==> src/hdl/bfs_cfg.svh <==
// Offsets, field positions, reset values and timing counts of the breaker failure unit
`ifndef BFS_CFG_SVH
`define BFS_CFG_SVH

// ****************
// Register offsets
// ****************
`define BFS_OFS_CTRL 8'h00
`define BFS_OFS_STATUS 8'h04
`define BFS_OFS_CMD 8'h08
`define BFS_OFS_SET0 8'h10
`define BFS_OFS_SET1 8'h14
`define BFS_OFS_SET2 8'h18
`define BFS_OFS_SET3 8'h1C

// ****************
// Control fields
// ****************
`define BFS_CTRL_EN 0
`define BFS_CTRL_SCH_LO 1
`define BFS_CTRL_SCH_HI 2
`define BFS_CTRL_TRG_LO 3
`define BFS_CTRL_TRG_HI 4
`define BFS_CTRL_SET_LO 5
`define BFS_CTRL_SET_HI 6
`define BFS_CTRL_RST 7'h00

// ****************
// Parameter set fields
// ****************
`define BFS_SET_TIME_LO 0
`define BFS_SET_TIME_HI 15
`define BFS_SET_THR_LO 16
`define BFS_SET_THR_HI 31
`define BFS_SET_RST 32'h0000_0064

// ****************
// Command and status fields
// ****************
`define BFS_CMD_LOCK_RST 0
`define BFS_ST_WAIT 0
`define BFS_ST_RUN 1
`define BFS_ST_ALARM 2
`define BFS_ST_LOCK 3
`define BFS_ST_REJ 4

// ****************
// Timing
// ****************
`define BFS_CLK_MHZ 125
`define BFS_TICK_US 1000
`define BFS_TICK_CYCLES (`BFS_TICK_US * `BFS_CLK_MHZ)

`endif

==> src/hdl/bfs_pkg.sv <==
// Types of the breaker failure unit
package bfs_pkg;

	typedef enum logic [1:0] {
		BFS_SCH_CUR,
		BFS_SCH_POS,
		BFS_SCH_BOTH
	} bfs_scheme_type;

	typedef enum logic [1:0] {
		BFS_TRG_ALL,
		BFS_TRG_EXT,
		BFS_TRG_CUR,
		BFS_TRG_NONE
	} bfs_trig_type;

	typedef enum logic [1:0] {
		BFS_STANDBY,
		BFS_RUNNING,
		BFS_REJECTED,
		BFS_TRIPPED
	} bfs_state_type;

endpackage

==> src/hdl/bfs_sync.sv <==
// Two-stage synchroniser for pin inputs
`timescale 1ns/100ps
`default_nettype none
module bfs_sync #(
	parameter int WIDTH = 2
) (
	input wire logic clk_sys,
	input wire logic rst_b,
	input wire logic [WIDTH-1:0] async_in,
	output logic [WIDTH-1:0] sync_out
);
	typedef struct packed {
		logic [WIDTH-1:0] meta;
		logic [WIDTH-1:0] stable;
	} bfs_sync_type;

	bfs_sync_type s_r;
	bfs_sync_type s_nxt;

	always_comb begin
		s_nxt.meta = async_in;
		s_nxt.stable = s_r.meta;
	end

	always_ff @(posedge clk_sys) begin
		if (!rst_b) begin
			s_r <= '0;
		end else begin
			s_r <= s_nxt;
		end
	end

	assign sync_out = s_r.stable;
endmodule // bfs_sync
`default_nettype wire

==> src/hdl/bfs_tick.sv <==
// Fixed-rate tick enable for the supervision timer
`timescale 1ns/100ps
`default_nettype none
module bfs_tick #(
	parameter int TICK_CYCLES = 125000
) (
	input wire logic clk_sys,
	input wire logic rst_b,
	output logic tick
);
	localparam int CW = $clog2(TICK_CYCLES + 1);

	typedef struct packed {
		logic [CW-1:0] cnt;
		logic tick;
	} bfs_tick_type;

	bfs_tick_type s_r;
	bfs_tick_type s_nxt;

	always_comb begin
		s_nxt = s_r;
		s_nxt.tick = 1'b0;
		if (s_r.cnt == CW'(TICK_CYCLES - 1)) begin
			s_nxt.cnt = '0;
			s_nxt.tick = 1'b1;
		end else begin
			s_nxt.cnt = s_r.cnt + CW'(1);
		end
	end

	always_ff @(posedge clk_sys) begin
		if (!rst_b) begin
			s_r <= '0;
		end else begin
			s_r <= s_nxt;
		end
	end

	assign tick = s_r.tick;
endmodule // bfs_tick
`default_nettype wire

==> src/hdl/bfs_breaker_failure_unit.sv <==
// Breaker failure supervision unit with APB register access
// Operation
// - Scheme selects current only, position only, or both together.
// - Current scheme: failure if current not below threshold at timer expiry.
// - Position scheme: failure if indicators show no opening at timer expiry.
// - Combined scheme: failure only if current flows and breaker not open.
// - Any selected trigger starts timer; timer keeps running after trigger drops.
// - Timer expiry before open detection raises the failure trip output.
// - Open detection per scheme stops the supervision timer.
// - Open detected with triggers still active enters rejected state.
// - Rejected returns to standby once all triggers drop.
// - Lockout set with failure trip, latched until lockout reset acknowledges.
// - Trigger mode: all, external, current trip commands, or none.
// - Three extra trigger inputs ORed in, regardless of breaker assignment.
// - Supervision-only sources give no trip command, hence never trigger.
// - Triggers count only when stage enabled and not blocked.
// - Status: waiting for trigger, running, failure alarm, lockout, rejected.
// - Time and threshold from active set of four; scheme, mode global.
`timescale 1ns/100ps
`default_nettype none
`include "bfs_cfg.svh"
module bfs_breaker_failure_unit
	import bfs_pkg::*;
#(
	parameter int NSRC = 8,
	parameter int CUR_W = 16,
	parameter int TICK_CYCLES = `BFS_TICK_CYCLES
) (
	input wire logic clk_sys,
	input wire logic rst_b,
	input wire logic psel,
	input wire logic penable,
	input wire logic pwrite,
	input wire logic [7:0] paddr,
	input wire logic [31:0] pwdata,
	output logic [31:0] prdata,
	output logic pready,
	output logic pslverr,
	input wire logic [NSRC-1:0] trip_command,
	input wire logic [NSRC-1:0] src_assigned,
	input wire logic [NSRC-1:0] src_is_ext,
	input wire logic [NSRC-1:0] src_is_cur,
	input wire logic [NSRC-1:0] src_superv_only,
	input wire logic [2:0] extra_trigger_input,
	input wire logic block_in,
	input wire logic lockout_ack,
	input wire logic [CUR_W-1:0] cur_l1,
	input wire logic [CUR_W-1:0] cur_l2,
	input wire logic [CUR_W-1:0] cur_l3,
	input wire logic pos_open_pin,
	input wire logic pos_closed_pin,
	output logic failure_trip,
	output logic lockout,
	output logic st_waiting,
	output logic st_running,
	output logic st_rejected
);

	// ****************
	// State
	// ****************
	typedef struct packed {
		bfs_state_type state;
		logic [15:0] timer;
		logic lock;
		logic en;
		bfs_scheme_type scheme;
		bfs_trig_type trig;
		logic [1:0] set_sel;
		logic [3:0][31:0] sets;
		logic [31:0] rdata;
		logic err;
		logic out_wait;
		logic out_run;
		logic out_rej;
		logic out_trip;
	} bfs_unit_type;

	bfs_unit_type s_r;
	bfs_unit_type s_nxt;

	logic tick;
	logic [1:0] pos_sync;
	logic pos_open;
	logic [15:0] sup_time;
	logic [CUR_W-1:0] threshold;
	logic cur_flow;
	logic breaker_open;
	logic [NSRC-1:0] eligible;
	logic [NSRC-1:0] mode_mask;
	logic trig_any;
	logic setup_ph;
	logic access_wr;
	logic lock_clr;
	logic [31:0] status_word;

	bfs_tick #(
		.TICK_CYCLES(TICK_CYCLES)
	) u_tick (
		.clk_sys(clk_sys),
		.rst_b(rst_b),
		.tick(tick)
	);

	// Aux contacts come straight from the switchgear pins
	bfs_sync #(
		.WIDTH(2)
	) u_pos_sync (
		.clk_sys(clk_sys),
		.rst_b(rst_b),
		.async_in({pos_closed_pin, pos_open_pin}),
		.sync_out(pos_sync)
	);

	// ****************
	// Detection
	// ****************
	// Open only when both contacts agree; a stuck pair reads as not open
	assign pos_open = pos_sync[0] & ~pos_sync[1];

	// Set switch moves the threshold at once; a running timer keeps its load
	assign sup_time = s_r.sets[s_r.set_sel][`BFS_SET_TIME_HI:`BFS_SET_TIME_LO];
	assign threshold = CUR_W'(s_r.sets[s_r.set_sel][`BFS_SET_THR_HI:`BFS_SET_THR_LO]);

	assign cur_flow = (cur_l1 >= threshold) | (cur_l2 >= threshold)
		| (cur_l3 >= threshold);

	always_comb begin
		case (s_r.scheme)
			BFS_SCH_CUR: breaker_open = ~cur_flow;
			BFS_SCH_POS: breaker_open = pos_open;
			BFS_SCH_BOTH: breaker_open = ~cur_flow | pos_open;
			default: breaker_open = ~cur_flow;
		endcase
	end

	// ****************
	// Triggers
	// ****************
	assign eligible = trip_command & src_assigned & ~src_superv_only;

	always_comb begin
		case (s_r.trig)
			BFS_TRG_ALL: mode_mask = {NSRC{1'b1}};
			BFS_TRG_EXT: mode_mask = src_is_ext;
			BFS_TRG_CUR: mode_mask = src_is_cur;
			default: mode_mask = '0;
		endcase
	end

	assign trig_any = s_r.en & ~block_in
		& ((|(eligible & mode_mask)) | (|extra_trigger_input));

	// ****************
	// Bus decode
	// ****************
	// Reads have no side effects; CMD is write-only and reads as zero
	assign setup_ph = psel & ~penable;
	assign access_wr = psel & penable & pwrite;
	assign lock_clr = lockout_ack
		| (access_wr & (paddr == `BFS_OFS_CMD) & pwdata[`BFS_CMD_LOCK_RST]);

	always_comb begin
		status_word = '0;
		status_word[`BFS_ST_WAIT] = (s_r.state == BFS_STANDBY);
		status_word[`BFS_ST_RUN] = (s_r.state == BFS_RUNNING);
		status_word[`BFS_ST_ALARM] = (s_r.state == BFS_TRIPPED);
		status_word[`BFS_ST_LOCK] = s_r.lock;
		status_word[`BFS_ST_REJ] = (s_r.state == BFS_REJECTED);
	end

	// ****************
	// Next state
	// ****************
	always_comb begin
		s_nxt = s_r;

		case (s_r.state)
			BFS_STANDBY: begin
				// Loaded once, so a later set switch cannot stretch this run
				if (trig_any) begin
					s_nxt.state = BFS_RUNNING;
					s_nxt.timer = sup_time;
				end
			end
			BFS_RUNNING: begin
				// Trigger may drop here without stopping the timer
				if (breaker_open) begin
					s_nxt.state = trig_any ? BFS_REJECTED : BFS_STANDBY;
				end else if (s_r.timer == 16'h0000) begin
					s_nxt.state = BFS_TRIPPED;
				end else if (tick) begin
					s_nxt.timer = s_r.timer - 16'h0001;
				end
			end
			BFS_REJECTED: begin
				if (!trig_any) begin
					s_nxt.state = BFS_STANDBY;
				end
			end
			BFS_TRIPPED: begin
				// Trip held while triggers stay, so the upstream breaker sees it
				if (!trig_any) begin
					s_nxt.state = BFS_STANDBY;
				end
			end
			default: s_nxt.state = BFS_STANDBY;
		endcase

		// Disabled or blocked stage drops any running supervision
		if (!s_r.en || block_in) begin
			s_nxt.state = BFS_STANDBY;
		end

		// Setting the lockout wins over an acknowledge in the same cycle
		if (s_r.state == BFS_RUNNING && s_nxt.state == BFS_TRIPPED) begin
			s_nxt.lock = 1'b1;
		end else if (lock_clr) begin
			s_nxt.lock = 1'b0;
		end

		// Status pins decoded one cycle ahead so they leave straight from flip-flops
		s_nxt.out_wait = (s_nxt.state == BFS_STANDBY);
		s_nxt.out_run = (s_nxt.state == BFS_RUNNING);
		s_nxt.out_rej = (s_nxt.state == BFS_REJECTED);
		s_nxt.out_trip = (s_nxt.state == BFS_TRIPPED);

		if (access_wr) begin
			case (paddr)
				`BFS_OFS_CTRL: begin
					s_nxt.en = pwdata[`BFS_CTRL_EN];
					s_nxt.scheme = bfs_scheme_type'(pwdata[`BFS_CTRL_SCH_HI:`BFS_CTRL_SCH_LO]);
					s_nxt.trig = bfs_trig_type'(pwdata[`BFS_CTRL_TRG_HI:`BFS_CTRL_TRG_LO]);
					s_nxt.set_sel = pwdata[`BFS_CTRL_SET_HI:`BFS_CTRL_SET_LO];
				end
				`BFS_OFS_SET0: s_nxt.sets[0] = pwdata;
				`BFS_OFS_SET1: s_nxt.sets[1] = pwdata;
				`BFS_OFS_SET2: s_nxt.sets[2] = pwdata;
				`BFS_OFS_SET3: s_nxt.sets[3] = pwdata;
				default: s_nxt.sets = s_r.sets;
			endcase
		end

		// Read data and error are fixed in setup so the access needs no wait
		if (setup_ph) begin
			s_nxt.rdata = '0;
			s_nxt.err = 1'b0;
			case (paddr)
				`BFS_OFS_CTRL: begin
					s_nxt.rdata[`BFS_CTRL_EN] = s_r.en;
					s_nxt.rdata[`BFS_CTRL_SCH_HI:`BFS_CTRL_SCH_LO] = s_r.scheme;
					s_nxt.rdata[`BFS_CTRL_TRG_HI:`BFS_CTRL_TRG_LO] = s_r.trig;
					s_nxt.rdata[`BFS_CTRL_SET_HI:`BFS_CTRL_SET_LO] = s_r.set_sel;
				end
				`BFS_OFS_STATUS: s_nxt.rdata = status_word;
				`BFS_OFS_CMD: s_nxt.rdata = '0;
				`BFS_OFS_SET0: s_nxt.rdata = s_r.sets[0];
				`BFS_OFS_SET1: s_nxt.rdata = s_r.sets[1];
				`BFS_OFS_SET2: s_nxt.rdata = s_r.sets[2];
				`BFS_OFS_SET3: s_nxt.rdata = s_r.sets[3];
				default: s_nxt.err = 1'b1;
			endcase
		end
	end

	always_ff @(posedge clk_sys) begin
		if (!rst_b) begin
			s_r.state <= BFS_STANDBY;
			s_r.timer <= 16'h0000;
			s_r.lock <= 1'b0;
			s_r.en <= 1'b0;
			s_r.scheme <= BFS_SCH_CUR;
			s_r.trig <= BFS_TRG_ALL;
			s_r.set_sel <= 2'h0;
			s_r.sets <= {4{`BFS_SET_RST}};
			s_r.rdata <= 32'h0000_0000;
			s_r.err <= 1'b0;
			s_r.out_wait <= 1'b1;
			s_r.out_run <= 1'b0;
			s_r.out_rej <= 1'b0;
			s_r.out_trip <= 1'b0;
		end else begin
			s_r <= s_nxt;
		end
	end

	// ****************
	// Outputs
	// ****************
	// Every access completes without wait states
	assign pready = 1'b1;
	assign prdata = s_r.rdata;
	assign pslverr = psel & penable & s_r.err;
	assign failure_trip = s_r.out_trip;
	assign lockout = s_r.lock;
	assign st_waiting = s_r.out_wait;
	assign st_running = s_r.out_run;
	assign st_rejected = s_r.out_rej;

endmodule // bfs_breaker_failure_unit
`default_nettype wire

==> config.mk <==
export PLATFORM = sky130hd
export DESIGN_NAME = bfs_breaker_failure_unit
export DESIGN_NICKNAME = d
export VERILOG_FILES = /design/src/hdl/bfs_pkg.sv /design/src/hdl/bfs_sync.sv /design/src/hdl/bfs_tick.sv /design/src/hdl/bfs_breaker_failure_unit.sv
export VERILOG_INCLUDE_DIRS = /design/src /design/src/hdl
export SDC_FILE = /design/constraint.sdc
export NUM_CORES = 1
export LEC_CHECK = 0
export BUFFER_PORTS_ARGS = -buffer_cell sky130_fd_sc_hd__buf_4
export CORE_MARGIN = 8
export CORE_UTILIZATION = 58
export DETAILED_ROUTE_END_ITERATION = 10
export PLACE_DENSITY = 0.81
export SLEW_MARGIN = 20
export SYNTH_ARGS = -nofsm -noshare
export SYNTH_HDL_FRONTEND = slang
export SYNTH_HIERARCHICAL = 1
export SYNTH_SLANG_ARGS = --single-unit
==> constraint.sdc <==
create_clock -name clk_sys -period 4.5 [get_ports clk_sys]
set_input_delay 0.675 -clock clk_sys [delete_from_list [all_inputs] [get_ports clk_sys]]
set_output_delay 0.675 -clock clk_sys [all_outputs]
set_load 0.01 [all_outputs]
# Yosys cells after proc, flatten, opt, wreduce, memory -nomap -nowiden
# Cells that the tools add are included.
op_classes:
  addsub: 2
  muxes: 21
  bitwise: 23
  n_eq_ne: 21
  magnitude_cmp: 4
  reduce_logical: 21
ops:
  columns: ["operator", "n"]
  rows:
  - ["25-bit case mux with 4 select lines", 1]
  - ["32-bit binary-select mux with 2-bit select", 1]
  - ["16-bit greater-or-equal comparator", 3]
  - ["16-bit 2-to-1 mux", 3]
  - ["7-bit case mux with 6 select lines", 1]
  - ["8-bit by 5-bit equality test with 1-bit output (second input constant)", 4]
  - ["32-bit 2-to-1 mux", 1]
  - ["16-bit case mux with 2 select lines", 1]
  - ["8-bit bitwise AND", 3]
  - ["8-bit case mux with 3 select lines", 1]
  - ["18-bit 2-to-1 mux", 1]
  - ["17-bit by 1-bit adder with 17-bit output (second input constant)", 1]
  - ["17-bit equality test (second input constant)", 1]
  - ["16-bit logical NOT", 1]
  - ["16-bit by 1-bit subtractor with 16-bit output (second input constant)", 1]
  - ["2-bit equality test (second input constant)", 6]
  - ["2-bit 2-to-1 mux", 5]
  - ["2-bit AND reduction", 5]
  - ["1-bit bitwise AND", 9]
  - ["2-bit by 1-bit equality test with 1-bit output (second input constant)", 4]
  - ["8-bit by 3-bit equality test with 1-bit output (second input constant)", 1]
  - ["8-bit by 4-bit equality test with 1-bit output (second input constant)", 1]
  - ["8-bit logical NOT", 1]
  - ["8-bit NOT", 1]
  - ["18 further kinds", 35]
word_totals:
  wordCells: 113
  output_inout_bits: 39
  ff_bits: 213
  input_bits: 140

# Depth between registers and ports, before layout
# Gate-level depths: netlist (run 1).
logic_depth:
  word_depth: 14
  mapped_depth: 15
  mapped_depth_nobuf: 11

# By module
# Netlist (run 1), hierarchy kept.
modules_own_cells:
  columns: ["mod", "n_inst", "area_per_inst_um2", "seq_area_each_um2", "cells_per_inst"]
  rows:
  - ["bfs_breaker_failure_unit", 1, 10617.7, 3823.7, 1296]
  - ["bfs_tick", 1, 802.0, 360.3, 89]
  - ["bfs_sync", 1, 105.1, 80.1, 8]

# Worst setup path after synthesis (run 1)
# No wires, ideal clock.
synth_path:
  path_kind: "register to register"
  from: "register s_r[165] in the netlist's numbering"
  to: "register s_r, in the netlist lockout"
  path_slack_ns: 0.453
  setup_time_ns: 0.127
  t_required_ns: 4.373
  t_arrival_ns: 3.921
  path_buffers: 3
  path_stages_with_launch: 14
  period_less_slack_ns: 4.047
  path_cell_list: "dfxtp_1 buf_2 buf_1 buf_2 mux4_2 ha_1 nand2b_1 a2111o_1 nand3_1 o211ai_2 o32ai_4 a21oi_1 o211ai_1 o21ai_1"
synth_between:
  elab_chain_cells: 14
  elab_cells_between_ends: 17
  classes_between: "3 x order compare; 1 x eq/ne; 7 x mux; 4 x bitwise; 2 x reduce/logical"
synth_rtl:
  columns: ["item", "line_no", "text"]
  rows:
  - ["start: declaration", "bfs_breaker_failure_unit.sv:79", "bfs_unit_type s_r;"]
  - ["start signal: assignment", "bfs_breaker_failure_unit.sv:283", "s_r <= s_nxt;"]
  - ["32-bit binary-select mux with 2-bit select *", "bfs_breaker_failure_unit.sv:123", "assign threshold = CUR_W'(s_r.sets[s_r.set_sel][`BFS_SET_THR_HI:`BFS_SET_THR_LO]);"]
  - ["32-bit 2-to-1 mux (implied by the code) *", "bfs_breaker_failure_unit.sv:123", null]
  - ["16-bit greater-or-equal comparator", "bfs_breaker_failure_unit.sv:125", "assign cur_flow = (cur_l1 >= threshold) | (cur_l2 >= threshold)"]
  - ["1-bit bitwise OR", "bfs_breaker_failure_unit.sv:125", null]
  - ["1-bit bitwise OR *", "bfs_breaker_failure_unit.sv:126", "| (cur_l3 >= threshold);"]
  - ["1-bit NOT *", "bfs_breaker_failure_unit.sv:130, bfs_breaker_failure_unit.sv:132, bfs_breaker_failure_unit.sv:133", null]
  - ["1-bit bitwise OR", "bfs_breaker_failure_unit.sv:132", "BFS_SCH_BOTH: breaker_open = ~cur_flow | pos_open;"]
  - ["1-bit case mux with 2 select lines *", "bfs_breaker_failure_unit.sv:129", "case (s_r.scheme)"]
  - ["2-bit 2-to-1 mux *", "bfs_breaker_failure_unit.sv:188", "if (breaker_open) begin"]
  - ["2-bit case mux with 3 select lines *", "bfs_breaker_failure_unit.sv:178", "case (s_r.state)"]
  - ["2-bit 2-to-1 mux *", "bfs_breaker_failure_unit.sv:211", "if (!s_r.en || block_in) begin"]
  - ["2-bit equality test *", "bfs_breaker_failure_unit.sv:216", "if (s_r.state == BFS_RUNNING && s_nxt.state == BFS_TRIPPED) begin"]
  - ["1-bit logical AND *", "bfs_breaker_failure_unit.sv:216", null]
  - ["1-bit 2-to-1 mux or 2-bit nonzero test (tied branches)", null, null]
# Mark *: on every way between the ends. The rest lies on a longest branch, timed or not. The select of a mux whose other input is x is not followed.
# A chain may end at the register's enable or synchronous reset.

# Worst setup path after layout (run 1)
layout_path:
  from: "register s_r[165] in the netlist's numbering"
  to: "register s_r[184] in the netlist's numbering"
layout_between:
  elab_chain_cells: 10
  elab_cells_between_ends: 14
  classes_between: "3 x order compare; 1 x eq/ne; 5 x mux; 4 x bitwise; 1 x reduce/logical"
layout_rtl:
  columns: ["item", "line_no"]
  rows:
  - ["32-bit binary-select mux with 2-bit select *", "bfs_breaker_failure_unit.sv:122, bfs_breaker_failure_unit.sv:123"]
  - ["32-bit 2-to-1 mux (implied by the code) *", "bfs_breaker_failure_unit.sv:123"]
  - ["16-bit greater-or-equal comparator", "bfs_breaker_failure_unit.sv:125"]
  - ["1-bit bitwise OR", "bfs_breaker_failure_unit.sv:125"]
  - ["1-bit bitwise OR", "bfs_breaker_failure_unit.sv:126"]
  - ["1-bit NOT", "bfs_breaker_failure_unit.sv:130, bfs_breaker_failure_unit.sv:132, bfs_breaker_failure_unit.sv:133"]
  - ["1-bit bitwise OR", "bfs_breaker_failure_unit.sv:132"]
  - ["1-bit case mux with 2 select lines", "bfs_breaker_failure_unit.sv:129"]
  - ["2-bit != test (no line)", null]
  - ["5-bit AND reduction (no line)", null]
# Marks and branches as above.

==> run metrics, run 1 <==
status=complete, no violations; Sequential Power Share=46.9%; GRT Util Overall=27.7%; Final Power=4.08 mW; post-CTS setup buffer count=0; Post-CTS Resized=0; syn_nets=1586; area share of the largest cell type after synthesis=37.0%; Remaining Overflow, GRT=0; synth-to-layout area growth=17.1%; starting DRC count in detailed routing=1222; Vias/cell=6.22; setup ws final=0.667 ns; GP Congestion=0.904; CTS max path bufs=3; most frequent CP cell=nand2_1; Synth Instances=1393; most numerous cell in the Yosys netlist=nand2_1; Initial Util=59.2%; Sw Share=23.1%; CTS clk-pin slew, worst paths=0.06 ns; DR top layer=met4; yosys warns=6; Gate power share=8.2%; CTS tree=built; ys flop type=dfxtp_1; critical path data required time=4.92 ns; Clock Latency Late Sink=0.52 ns; met3 WL=3.96 mm; Pwr Density=302 nW/um^2; share of post-route cells with drive strength above 1=20.9%; Hold Buf Count CTS=0; sw power=0.944 mW; pin count of the biggest net entering global routing=83; number of synthesized flops with an enable pin=0; ant diodes=0; Max IR drop VDD=0.233 mV; routed vias=11000; crit start category=flop; die extent in y=157 um; slowest stage delay, CP=0.64 ns; DRC Markers=0; CP Class=reg2reg; Slew @ Worst Pin=0.972 ns; Final nets=1687; initial antenna violation count=0; clock power share=44.9%; Max Fclk=0.261 GHz; CTS sink cnt=213; Ports=179; dpl ws=0.642 ns; first-pass GRT wire length=55.3 mm; Post-Synthesis Cell Area=11500 um^2; CP arrival=4.26 ns; dpl cells=1734; FP Rows=51; Hold Vio Cnt, Final=0; commonest cells in the synthesized netlist=nand2_1 (326), dfxtp_1 (213), a21oi_1 (160); max cap viols=0; Avg Inst Size Synth=8.27 um^2; final worst path period share=85.2%; Worst Path Buf+Inv=2; Worst path slowest cell=a21oi_1; leakage power=5.05 nW; DR WL met2=16.3 mm; Total Wirelength=35.3 mm; Internal=3.14 mW; Synth async-reset ratio=0%; Final setup viols=0; setup tns final=0 ns; first drt pass iteration count=6; clock skew=0.0285 ns; Die Footprint=24600 um^2; Slew HR=35.2%; class of the worst hold path=in2reg; leading area contributor after synthesis=dfxtp_1; CTS Buf Count=23; met1 WL=13.9 mm; Final min period=3.83 ns; root buffer selected by CTS=clkbuf_16; Max Slew Vio Count=0; count of cell types in the netlist=80; I/O Buffers=177; routed len/inst=19.9 um; Critical Path Fanout Max=15; die width=157 um; Synth area leaders=dfxtp_1 (37%), nand2_1 (11%), mux4_2 (7.6%), a21oi_1 (6.9%), ha_1 (5.8%); ANT nets after route=0; Final Non-Filler Cells=1773; vias in the first global route=10600; worst path cell trace=buf_4 > mux4_2 > inv_1 > ha_1 > a2111o_1 > nand3_1 > nand2_1 > a21oi_1 > a21bo_4 > nand2_1 > a2111oi_2; post-synthesis sequential area ratio=37.0%; H-Tree Depth=1; CP endpoint kind=flop; delay-heaviest family, CP=compound AO/OA/AOI/OAI gates; hpwl dp=24.4 mm; flops & latches, synth=213; Core ar.=19500 um^2; unrepaired setup endpoints after global routing=false
-- cell usage in the layout, fill, tap and decap left out, drive strengths merged, types with 4 or more instances in the layout --
master / instances
dfxtp: 213
mux2: 13
o2111ai: 5
or3: 4
a21oi: 160
o211ai: 5
nor2b: 11
clkbuf: 33
nand2: 327
mux4: 39
and2: 7
and3: 12
mux2i: 11
o22ai: 9
nand2b: 7
xnor2: 16
a221oi: 22
a31oi: 12
nand3: 46
nand4: 8
nor4: 13
buf: 205
nor3: 56
a22oi: 11
ha: 53
a22o: 9
inv: 36
o21ai: 29
xor2: 4
nor2: 75
-- cell type report --
cell class              count  area [um^2]
clock buffers              33          663
clock inverters             6         62.6
fillers                  1510         5960
inverters                  34          130
multi-input cells        1017         6500
flip-flops and latches    213         4270
well taps                 265          332
repair buffers            205         1550
-- per-stage QoR --
step / utilization, % / hold WS, ns / area (um^2)
after detailed placement: 65.6 / 0.428 / 12800
after floorplan: - / 0.412 / 11500
final: 69.4 / 0.388 / 13500
after global routing: 69.4 / 0.381 / 13500
after CTS: 69.4 / 0.378 / 13500
after global placement: 65.6 / 0.423 / 12800
-- flip-flops by register name, summed over array words and instances, names as in the netlist, 2 cells and up --
signal               count
u_pos_sync/s_nxt         2
u_pos_sync/sync_out      2
prdata                  32
u_tick/s_r              17
s_r                    154
-- final timing paths --
check	startpoint	to	slack, ns	depth (start not counted)
max	s_r[165]	s_r[184]	0.67	11
max reg2reg	s_r[165]	s_r[184]	0.67	11
min reg2reg	u_pos_sync/s_nxt[1]	u_pos_sync/sync_out[1]	0.45	1
min	pos_closed_pin	u_pos_sync/s_nxt[1]	0.39	2
-- power groups by stage --
stage	clock, mW	sequential [mW]	combinational, mW
after CTS	1.85	1.91	0.333
after global routing	1.93	1.92	0.359
after floorplan	0	1.95	0.166
after global placement	0	1.96	0.326
after detailed placement	0	1.96	0.331
final	1.83	1.91	0.336
-- cells by family (layout without fill, tap and decap cells) --
| group | after synthesis | after routing | share of synthesized area, % |
|---|---|---|---|
| and+or+nand+nor | 582 | 582 | 22.5 |
| buffers and inverters | 163 | 278 | 6.71 |
| muxes | 63 | 63 | 9.85 |
| AOI/OAI and AO/OA | 298 | 298 | 16.6 |
| other | 1 | 1 | 0.0325 |
| xor gates and xnor gates | 20 | 20 | 1.52 |
| DFF | 213 | 213 | 37.0 |
| adders and majority gates | 53 | 53 | 5.75 |
-- per-layer routing --
metal	vias up	GRT usage [%]
li1	5104	-
met4	0	11.6
met5	-	0
met2	667	45.6
met1	5145	34.5
met3	107	6.11
No activity file was read; power rests on OpenSTA's default activity.
==> run 2: changes to the inputs <==
--- a/config.mk
+++ b/config.mk
@@ -7,10 +7,13 @@
 export NUM_CORES = 1
 export LEC_CHECK = 0
 export BUFFER_PORTS_ARGS = -buffer_cell sky130_fd_sc_hd__buf_4
+export CELL_PAD_IN_SITES_DETAIL_PLACEMENT = 0
+export CELL_PAD_IN_SITES_GLOBAL_PLACEMENT = 1
 export CORE_MARGIN = 8
-export CORE_UTILIZATION = 58
+export CORE_UTILIZATION = 43
 export DETAILED_ROUTE_END_ITERATION = 10
-export PLACE_DENSITY = 0.81
+export GPL_TIMING_DRIVEN = 0
+export PLACE_DENSITY_LB_ADDON = 0.1
 export SLEW_MARGIN = 20
 export SYNTH_ARGS = -nofsm -noshare
 export SYNTH_HDL_FRONTEND = slang
==> run metrics, run 2 (synthesis gave the netlist of run 1 again) <==
clock power share=47.2%; critical path depth=12; Die Footprint=32300 um^2; FP Rows=60; GP Congestion=0.895; class of the worst hold path=in2reg; GRT Util Overall=24.5%; Pwr Density=308 nW/um^2; synth-to-layout area growth=22.4%; Largest Register=s_r; final worst path period share=97.2%; CTS clk-pin slew, worst paths=0.06 ns; setup tns final=0 ns; status=complete, no violations; Sequential Power Share=44.1%; first drt pass iteration count=5; Reg2Reg Setup Slack=0.13 ns; H-Tree Depth=1; critical path data required time=4.91 ns; routed vias=11100; sw power=1.03 mW; Final nets=1787; most common cell after layout, fill and taps aside=nand2_1; reg2reg end=lockout; Worst path slowest cell=dfxtp_1; worst path cell trace=buf_4 > clkbuf_2 > mux4_2 > ha_1 > nand2b_1 > a2111o_1 > nand3_1 > o211ai_2 > o32ai_4 > a21oi_1 > o211ai_1 > o21ai_1; DRC Markers=0; hpwl dp=29.9 mm; I/O Buffers=177; first-pass GRT wire length=63.2 mm; Core Util, Final=52.9%; CTS sink cnt=213; Hold Path Sink=u_pos_sync/s_nxt[0]; worst-case reg-to-reg path depth=12; routed len/inst=21.2 um; Max Fclk=0.229 GHz; delay-heaviest family, CP=compound AO/OA/AOI/OAI gates; Remaining Overflow, GRT=0; Internal=3.32 mW; number of flip-flops in the largest register=154; Final min period=4.37 ns; post-CTS setup buffer count=0; CP endpoint kind=flop; Slew HR=37.7%; worst hold start=pos_open_pin; reg-to-reg startpoint=s_r[166]; ANT nets after route=0; Initial Util=43.2%; CP arrival=4.78 ns; die extent in y=180 um; root buffer selected by CTS=clkbuf_16; Total Wirelength=41.3 mm; clock skew=0.0169 ns; Final setup viols=0; starting DRC count in detailed routing=925; share of post-route cells with drive strength above 1=20.8%; Core ar.=26700 um^2; Vias/cell=5.68; max cap viols=0; Max IR drop VDD=0.250 mV; worst hold stages=2; Max Slew Vio Count=0; die width=180 um; most frequent cells in the layout=nand2_1 (326), buf_4 (214), dfxtp_1 (213); Slew @ Worst Pin=0.935 ns; Clock Latency Late Sink=0.53 ns; Hold Buf Count CTS=0; Worst Path Buf+Inv=2; vias in the first global route=10700; Hold Vio Cnt, Final=0; CTS tree=built; crit start category=flop; initial antenna violation count=0; CTS Buf Count=24; Critical Path Fanout Max=10; CTS max path bufs=3; Gate power share=8.7%; leakage power=5.29 nW; unrepaired setup endpoints after global routing=false; Sw Share=23.7%; pin count of the biggest net entering global routing=17; CP Class=reg2reg; ant diodes=0; Ports=179; slowest stage delay, CP=0.64 ns
## run 2: cell count changes in the layout (fill, tap and decap cells not counted), sizes merged
cell | before | now
buf | 205 | 225
bufinv | 1 | 2
clkbuf | 33 | 116
clkinv | 3 | 4
inv | 36 | 34
## run 2: worst max path at each step
stage,from,to,slack (ns)
CTS,s_r[165],s_r[183],0.11
floorplan,s_r[165],lockout,0.45
global placement,s_r[165],s_r[183],-0.91
detailed placement,s_r[165],s_r[183],-0.91
finish,s_r[166],lockout,0.13
global route,s_r[166],lockout,0.003
## run 2: layer usage
layer,track usage (%),routed length (um),vias up
met4,7.84,1140,0
li1,-,-,5303
met2,37.7,18000,531
met3,4.64,3770,77
met5,0,0,-
met1,34.2,18400,5179
## run 2: cell type report
class	count	area, um^2
fill	2617	12500
multi-input combinational	1017	6490
sequential	213	4260
timing repair buffer	177	1330
clock buffer	37	741
buffer	127	648
tap	341	427
inverter	34	128
clock inverter	6	80.1
## run 2: repair_timing
item | 4_1_cts | 5_1_grt
resized for setup | 5 | 2
pin swaps | 0 | 0
endpoints found under the setup margin | 23 | 9
## run 2: through the flow
stage | instances | total power, mW | setup slack [ns] | cell area, um^2 | hold WS (ns)
global placement | 1911 | 2.33 | -0.907 | 13300 | 0.431
finish | 1952 | 4.34 | 0.126 | 14100 | 0.364
detailed placement | 1911 | 2.33 | -0.913 | 13300 | 0.428
floorplan | 1393 | 2.12 | 0.453 | 11500 | 0.412
CTS | 1952 | 4.36 | 0.105 | 14100 | 0.355
global route | 1952 | 4.47 | 0.00323 | 14100 | 0.368
## run 2: worst reg2reg max path, stage by stage (launching register included)
cell and delay, ns:
dfxtp_1 0.64, buf_4 0.35, clkbuf_2 0.41, mux4_2 0.48
ha_1 0.31, nand2b_1 0.14, a2111o_1 0.42, nand3_1 0.16
o211ai_2 0.14, o32ai_4 0.54, a21oi_1 0.20, o211ai_1 0.37
o21ai_1 0.11
## run 2: power groups by stage
stage / registers, mW / clock network [mW] / logic [mW]
detailed placement: 1.96 / 0 / 0.376
CTS: 1.91 / 2.07 / 0.378
global route: 1.91 / 2.14 / 0.408
global placement: 1.96 / 0 / 0.374
finish: 1.91 / 2.05 / 0.378
floorplan: 1.95 / 0 / 0.166
